[src/verilog/drc_pkg.sv]
// Purpose: Shared constants and types of the memory strobe controller.
// Assumes: 200 MHz clock; a one-bit-wide multiplexed-address memory.
// Notes: Times are kept as printed; cycle counts derive from them.

package drc_pkg;

  localparam int CLK_NS = 5;
  localparam int ADDR_W = 10;
  localparam int ROW_W = 9;

  // Device access times
  localparam int T_CAC_NS = 15;
  localparam int T_RAC_NS = 60;
  // Controller margins
  localparam int T_RCD_NS = 20;
  localparam int T_RAS_NS = 60;
  localparam int T_RP_NS = 40;
  localparam int T_WP_NS = 15;
  localparam int T_DS_NS = 5;
  localparam int T_PAUSE_US = 200;
  localparam int T_RET_MS = 8;
  localparam int REF_ROWS = 512;
  localparam int INIT_CYCLES = 8;

  // Least times round up
  localparam int C_CAC = (T_CAC_NS + CLK_NS - 1) / CLK_NS;
  localparam int C_RAC = (T_RAC_NS + CLK_NS - 1) / CLK_NS;
  localparam int C_RCD = (T_RCD_NS + CLK_NS - 1) / CLK_NS;
  localparam int C_RAS = (T_RAS_NS + CLK_NS - 1) / CLK_NS;
  localparam int C_RP = (T_RP_NS + CLK_NS - 1) / CLK_NS;
  localparam int C_WP = (T_WP_NS + CLK_NS - 1) / CLK_NS;
  localparam int C_DS = (T_DS_NS + CLK_NS - 1) / CLK_NS;
  localparam int C_PAUSE = (T_PAUSE_US * 1000 + CLK_NS - 1) / CLK_NS;
  // Refresh spacing is a longest time: rounds down
  localparam int C_REF = (T_RET_MS * 1000000 / CLK_NS) / REF_ROWS;
  // Column-to-sample wait, one spare cycle for the input flop
  localparam int C_ACC_RAW = (C_RAC - C_RCD - 1 > C_CAC) ?
                             (C_RAC - C_RCD - 1) : C_CAC;
  localparam int C_ACC = C_ACC_RAW + 1;

  typedef enum logic [1:0] {
    DRC_OP_READ,
    DRC_OP_WRITE,
    DRC_OP_RMW
  } drc_op_t;

  typedef struct packed {
    drc_op_t op;
    logic [2*ADDR_W-1:0] addr;
    logic wdata;
  } drc_req_t;

  typedef struct packed {
    logic ras_b;
    logic cas_b;
    logic we_b;
    logic [ADDR_W-1:0] addr;
    logic d;
  } drc_pins_t;

  localparam drc_pins_t PINS_IDLE = '{ras_b: 1'b1, cas_b: 1'b1,
                                      we_b: 1'b1, addr: 10'h000,
                                      d: 1'b0};

endpackage : drc_pkg

[src/verilog/drc_ctrl.sv]
// Purpose: Drives row/column strobes, write select, address and data.
// Assumes: q is sampled synchronously; pins meet the device directly.
// Notes: Requests are taken only while req_ready is high.

`timescale 1ns/1ps
`default_nettype none

module drc_ctrl #(
  parameter int PAUSE_CYC = drc_pkg::C_PAUSE,
  parameter int REF_CYC = drc_pkg::C_REF,
  parameter int INIT_N = drc_pkg::INIT_CYCLES
) (
  input wire logic clk,
  input wire logic rst_b,
  input wire logic col_first_en,
  input wire logic hidden_en,
  input wire logic req_valid,
  input wire drc_pkg::drc_req_t req,
  output logic req_ready,
  output logic rsp_valid,
  output logic rsp_data,
  output drc_pkg::drc_pins_t pins,
  input wire logic q,
  output logic init_done
);
  import drc_pkg::*;

  if (PAUSE_CYC < 1 || PAUSE_CYC > 65535 || INIT_N < 8 || INIT_N > 255)
  begin : g_chk
    $error("PAUSE_CYC or INIT_N out of range");
  end

  typedef enum logic [3:0] {
    ST_PAUSE, ST_IDLE, ST_ROW, ST_RCD, ST_COL, ST_ACC, ST_RMW, ST_WRH,
    ST_HPRE, ST_RLEAD, ST_RLOW, ST_RGAP, ST_PRE
  } drc_state_t;

  drc_state_t st_q, st_d;
  logic [15:0] cnt_q, cnt_d;
  logic [7:0] left_q, left_d;
  drc_pins_t pins_q, pins_d;
  drc_req_t req_q, req_d;
  logic ready_q, ready_d;
  logic rsp_v_q, rsp_v_d;
  logic rsp_dat_q, rsp_dat_d;
  logic init_q, init_d;
  logic ref_done;
  logic ref_due;
  logic [ROW_W-1:0] ref_row;

  wire cnt_zero = (cnt_q == 16'h0000);
  wire [15:0] cnt_dec = cnt_zero ? 16'h0000 : cnt_q - 16'h0001;
  wire take = ready_q && req_valid;
  wire is_write = (req_q.op == DRC_OP_WRITE);
  wire [ADDR_W-1:0] row_addr = req_q.addr[2*ADDR_W-1:ADDR_W];
  wire [ADDR_W-1:0] col_addr = req_q.addr[ADDR_W-1:0];
  wire [ADDR_W-1:0] ref_addr = {1'b0, ref_row};
  wire do_hidden = (req_q.op == DRC_OP_READ) && hidden_en && ref_due;

  drc_ref_tick #(
    .INTERVAL(REF_CYC)
  ) u_tick (
    .clk(clk),
    .rst_b(rst_b),
    .run(init_q),
    .done(ref_done),
    .due(ref_due),
    .row(ref_row)
  );

  ////////////////////////////////////////////////////////////////////////
  // Sequencer

  always_comb begin
    st_d = st_q;
    cnt_d = cnt_dec;
    left_d = left_q;
    pins_d = pins_q;
    req_d = req_q;
    ready_d = 1'b0;
    rsp_v_d = 1'b0;
    rsp_dat_d = rsp_dat_q;
    init_d = init_q;
    ref_done = 1'b0;
    unique case (st_q)
      ST_PAUSE: begin
        pins_d = PINS_IDLE;
        if (cnt_zero) begin
          left_d = 8'(INIT_N);
          st_d = ST_RLEAD;
        end
      end
      ST_IDLE: begin
        if (take) begin
          req_d = req;
          pins_d.addr = req.addr[2*ADDR_W-1:ADDR_W];
          pins_d.we_b = 1'b1;
          st_d = ST_ROW;
        end else if (ref_due) begin
          left_d = 8'h01;
          st_d = ST_RLEAD;
        end else begin
          ready_d = 1'b1;
        end
      end
      ST_ROW: begin
        pins_d.ras_b = 1'b0;
        cnt_d = 16'(C_RCD - 1);
        st_d = ST_RCD;
      end
      ST_RCD: begin
        if (cnt_zero) begin
          pins_d.addr = col_addr;
          if (is_write) begin
            pins_d.we_b = 1'b0;
            pins_d.d = req_q.wdata;
          end
          st_d = ST_COL;
        end
      end
      ST_COL: begin
        pins_d.cas_b = 1'b0;
        cnt_d = is_write ? 16'(C_WP - 1) : 16'(C_ACC - 1);
        st_d = ST_ACC;
      end
      ST_ACC: begin
        if (cnt_zero) begin
          if (!is_write) begin
            rsp_v_d = 1'b1;
            rsp_dat_d = q;
          end
          if (req_q.op == DRC_OP_RMW) begin
            pins_d.d = req_q.wdata;
            cnt_d = 16'(C_DS - 1);
            st_d = ST_RMW;
          end else if (do_hidden) begin
            pins_d.ras_b = 1'b1;
            cnt_d = 16'(C_RP - 1);
            st_d = ST_HPRE;
          end else begin
            pins_d = PINS_IDLE;
            pins_d.addr = pins_q.addr;
            cnt_d = 16'(C_RP - 1);
            st_d = ST_PRE;
          end
        end
      end
      ST_RMW: begin
        if (cnt_zero) begin
          pins_d.we_b = 1'b0;
          cnt_d = 16'(C_WP - 1);
          st_d = ST_WRH;
        end
      end
      ST_WRH: begin
        if (cnt_zero) begin
          pins_d = PINS_IDLE;
          pins_d.addr = pins_q.addr;
          cnt_d = 16'(C_RP - 1);
          st_d = ST_PRE;
        end
      end
      ST_HPRE: begin
        if (cnt_zero) begin
          pins_d.ras_b = 1'b0;
          left_d = 8'h01;
          cnt_d = 16'(C_RAS - 1);
          st_d = ST_RLOW;
        end
      end
      ST_RLEAD: begin
        pins_d.we_b = 1'b1;
        if (col_first_en) begin
          pins_d.cas_b = 1'b0;
        end else begin
          pins_d.addr = ref_addr;
        end
        st_d = ST_RGAP;
        cnt_d = 16'h0000;
      end
      ST_RGAP: begin
        // Row address settles during the gap, ahead of the strobe
        if (!col_first_en) begin
          pins_d.addr = ref_addr;
        end
        if (cnt_zero) begin
          pins_d.ras_b = 1'b0;
          cnt_d = 16'(C_RAS - 1);
          st_d = ST_RLOW;
        end
      end
      ST_RLOW: begin
        if (cnt_zero) begin
          pins_d.ras_b = 1'b1;
          ref_done = 1'b1;
          cnt_d = 16'(C_RP - 1);
          if (left_q > 8'h01) begin
            left_d = left_q - 8'h01;
            st_d = ST_RGAP;
          end else begin
            pins_d.cas_b = 1'b1;
            st_d = ST_PRE;
          end
        end
      end
      ST_PRE: begin
        if (cnt_zero) begin
          init_d = 1'b1;
          ready_d = !ref_due;
          st_d = ST_IDLE;
        end
      end
      default: begin
        st_d = ST_PAUSE;
      end
    endcase
  end

  ////////////////////////////////////////////////////////////////////////
  // State registers

  always_ff @(posedge clk or negedge rst_b) begin
    if (!rst_b) begin
      st_q <= ST_PAUSE;
      cnt_q <= 16'(PAUSE_CYC - 1);
      left_q <= 8'h00;
      pins_q <= PINS_IDLE;
      req_q <= '0;
      ready_q <= 1'b0;
      rsp_v_q <= 1'b0;
      rsp_dat_q <= 1'b0;
      init_q <= 1'b0;
    end else begin
      st_q <= st_d;
      cnt_q <= cnt_d;
      left_q <= left_d;
      pins_q <= pins_d;
      req_q <= req_d;
      ready_q <= ready_d;
      rsp_v_q <= rsp_v_d;
      rsp_dat_q <= rsp_dat_d;
      init_q <= init_d;
    end
  end

  assign pins = pins_q;
  assign req_ready = ready_q;
  assign rsp_valid = rsp_v_q;
  assign rsp_data = rsp_dat_q;
  assign init_done = init_q;

endmodule : drc_ctrl

`default_nettype wire

[src/verilog/drc_ref_tick.sv]
// Purpose: Refresh pacing and the host-kept row counter.
// Assumes: done pulses once per finished refresh row.
// Notes: A tick landing with done still raises due.

`timescale 1ns/1ps
`default_nettype none

module drc_ref_tick #(
  parameter int INTERVAL = drc_pkg::C_REF
) (
  input wire logic clk,
  input wire logic rst_b,
  input wire logic run,
  input wire logic done,
  output logic due,
  output logic [drc_pkg::ROW_W-1:0] row
);
  import drc_pkg::*;

  if (INTERVAL < 2 || INTERVAL > 65535) begin : g_chk
    $error("INTERVAL out of range");
  end

  logic [15:0] tmr_q;
  logic due_q;
  logic [ROW_W-1:0] row_q;

  wire tick = run && (tmr_q == 16'h0000);
  wire [15:0] tmr_d = tick ? 16'(INTERVAL - 1) : tmr_q - 16'h0001;

  always_ff @(posedge clk or negedge rst_b) begin
    if (!rst_b) begin
      tmr_q <= 16'h0000;
      due_q <= 1'b0;
      row_q <= 9'h000;
    end else begin
      if (run) begin
        tmr_q <= tmr_d;
      end
      due_q <= tick | (due_q & ~done);
      if (done) begin
        row_q <= row_q + 9'h001;
      end
    end
  end

  assign due = due_q;
  assign row = row_q;

endmodule : drc_ref_tick

`default_nettype wire

[config.mk]
export PLATFORM = sky130hd
export DESIGN_NAME = drc_ctrl
export DESIGN_NICKNAME = d
export VERILOG_FILES = /design/src/verilog/drc_pkg.sv /design/src/verilog/drc_ctrl.sv /design/src/verilog/drc_ref_tick.sv
export SDC_FILE = /design/constraint.sdc
export NUM_CORES = 1
export LEC_CHECK = 0
export ABC_CLOCK_PERIOD_IN_PS = 2400
export BUFFER_PORTS_ARGS = -buffer_cell sky130_fd_sc_hd__buf_2
export CORE_MARGIN = 4
export CORE_UTILIZATION = 59
export DETAILED_ROUTE_END_ITERATION = 6
export GPL_TIMING_DRIVEN = 0
export PLACE_DENSITY_LB_ADDON = 0.05
export SYNTH_ARGS = -nofsm -noshare
export SYNTH_HDL_FRONTEND = slang
export SYNTH_SLANG_ARGS = --single-unit
[constraint.sdc]
create_clock -name clk -period 2.4 [get_ports clk]
set_input_delay 0 -clock clk [delete_from_list [all_inputs] [get_ports clk]]
set_output_delay 0 -clock clk [all_outputs]
set_load 0.1 [all_outputs]
==> flow_summary.ini <==
[timing]
setup_viol = 0
min_period_ns = 2.27
fin_skew_ns = 0.0105
fmax_ghz = 0.440
fin_setup_tns_ns = 0
period_share_pct = 94.7
drv_slew = 0
slew_headroom_pct = 42.1
finalHoldViolCount = 0
rsz0062_at_grt = no
whs_ns = 0.0240
tightest_slew_ns = 0.860

[synthesis]
synth_top_flop_cell = dfrtp_1
netlist_top_cells_count = dfrtp_1, nor2_1, nand2_1
syn_nets = 521
yosysWarnings = 0
seq_area_frac_synth_pct = 45.7
synth_top_area_share_pct = 38.4
synth-seq-cells = 85
synth_edf_count = 0
synth_area_um2 = 4690
async_flop_share_pct = 100
synthCells = 486
syn_area_per_cell_um2 = 9.64
synth_area_leader_cell = dfrtp_1
yosysUniqueCellTypes = 69
synth_area_leaders = dfrtp_1, dfstp_2, nor2_1
synth.most_common_cell = dfrtp_1

[pwr]
ir_drop_mv = 0.388
design_power_total_uw = 2600
powerDensity_nw_per_um2 = 473
power_leakage_uw = 0.00249

[detailed_routing]
drt-total-wl_um = 11400
drt_iter0_drc = 250
viasPerCell = 5.98
antenna_left = 0
via_count = 3985
drc = 0
wl_per_cell_um = 17.1
first_pass_iters = 5

[setup_path]
critPathArrivalTime_ns = 2.51
critPathTopFamily = simple AND/OR/NAND/NOR gates
crit_top_cell = and3_1
max_stage_delay_ns = 0.41
r2r-start = u_tick.tmr_q[0]
cp_cell_sequence = inv_1 > ha_1 > nor4bb_4 > and3_1 > buf_2 > and3_1 > clkbuf_1 > nor2_1 > mux2_2
cp_num_buf_inv = 3
endpoint_kind = flop
rrSetupSlack_ns = 0.13
cp_max_fo = 8
worstSetupPathType = reg2reg
ff2ff_path_depth = 9
cp_slowest_cell = dfrtp_1
required_ns = 2.63
r2r_end = u_tick.tmr_q[1]
crit_path_start_kind = flop

[run_status]
status = finished clean

[floorplanning]
io_pins = 47
dieArea_um2 = 9430
core.rowCount = 32
start_util_pct = 60.7
core_um2 = 7730
die_w_um = 97.1
die_h_um = 97.1

[global_routing]
antenna_found_initial = 0
overflow = 0
grt_start_max_net_pins = 64
track_usage_pct = 25.2
first_global_vias = 4029
grt_pass1_wl_um = 19600

[min_path]
hp-class = in2reg
whs_endpoint = pins[8]
min_from = req[18]
hold_depth = 3

[clock_tree]
path_clk_slew_ns = 0.08
cts-buffers-inserted = 9
post_cts_buffers = 0
cts_tree = done
cts.path.max_buffers = 2
clk_latency_ns = 0.35
root_buffer = clkbuf_8
cts.htree.levels = 3
clock-sinks = 85

[cells_and_area]
area_growth_pct = 17.3
final_nets = 594
drive_gt1_share_pct = 23.0
n_antenna_cell = 0
postLayoutCellArea_um2 = 5500

[placed_design]
place_area_um2 = 5080
hpwlAfterDp_um = 8030
port_buffers = 46
gp_congestion = 0.936

[flow_run]
timing.max_cap.violations = 0
[worst min-delay path: stages]
cell      delay [ns]
buf_2           0.07
a222oi_1        0.06
o31ai_1         0.20
[placed cells by master (no fill, tap or decap), drive strengths merged, types with 13 or more instances in the layout]
| cell type | synthesis | layout |
|---|---|---|
| nand2b | 14 | 14 |
| o21ai | 31 | 31 |
| clkbuf | 16 | 28 |
| mux2 | 21 | 21 |
| dfstp | 13 | 13 |
| buf | 13 | 59 |
| xnor2 | 20 | 20 |
| nand3 | 13 | 13 |
| nand2 | 41 | 41 |
| dfrtp | 72 | 72 |
| nor2 | 60 | 60 |
| dlygate4sd3 | 0 | 16 |
| a21oi | 23 | 23 |
[worst max path at each step]
stage / from / endpoint / depth (start not counted)
2_1_floorplan: init_done / u_tick.tmr_q[1] / 7
3_3_place_gp: st_q[1] / col_addr[5] / 5
3_5_place_dp: st_q[1] / col_addr[0] / 5
4_1_cts: st_q[1] / col_addr[0] / 5
5_1_grt: cnt_q[8] / cnt_q[3] / 6
6_report: u_tick.tmr_q[0] / u_tick.tmr_q[1] / 9
[metrics by stage]
stage / utilization (%) / instances / worst slack (ns)
3_5_place_dp: 65.7 / 635 / -0.0725
2_1_floorplan: - / 486 / 0.139
3_3_place_gp: 65.3 / 634 / -0.0512
6_report: 71.1 / 666 / 0.127
5_1_grt: 71.1 / 666 / 0.00289
4_1_cts: 70.8 / 667 / 0.0371
[layer usage]
layer | global-route usage [%] | routed length (µm) | up-vias
li1 | - | - | 1900
met1 | 35.1 | 5040 | 1898
met2 | 40.6 | 5350 | 158
met3 | 3.37 | 707 | 29
met4 | 9.18 | 289 | 0
met5 | 0 | 0 | -
[report_power, final]
group          switching (µW)  leakage (µW)  total (µW)  internal (µW)
clock                     523      0.000103        1070            545
sequential              0.910       0.00111        1440           1430
combinational            54.5       0.00128        95.8           41.3
[flip-flops by register name (all words and copies together), names as in the netlist]
name	flops
init_done	1
req_ready	1
left_q	8
rsp_valid	1
u_tick.row	9
col_addr	10
cnt_q	16
st_q	4
req_q	3
u_tick.tmr_q	16
rsp_data	1
u_tick.due	1
pins	14
[cell type report]
cell class | count | area [µm²]
well taps | 102 | 128
clock buffers | 12 | 155
plain buffers | 28 | 130
repair buffers | 63 | 420
clock inverters | 4 | 55.1
fillers | 608 | 2230
flip-flops and latches | 85 | 2140
multi-input cells | 363 | 2430
inverters | 9 | 33.8
[cell families after synthesis]
logic type / Yosys count / share of synthesized area, %
AO/OA/AOI/OAI: 112 / 16.1
XOR/XNOR: 31 / 5.79
adder cells (fa/ha/maj): 6 / 1.60
buffers and inverters: 38 / 3.36
flip-flops: 85 / 45.7
multiplexers: 26 / 6.19
AND/OR/NAND/NOR: 188 / 21.2
[timing repair]
action / in CTS / in global routing
setup endpoints to repair: 32 / 35
endpoints found under the hold margin: 96 / 0
gates resized for setup: 6 / 13
pin swaps: 0 / 1
hold buffers: 16 / 0
(Power assumes the default switching activity.)
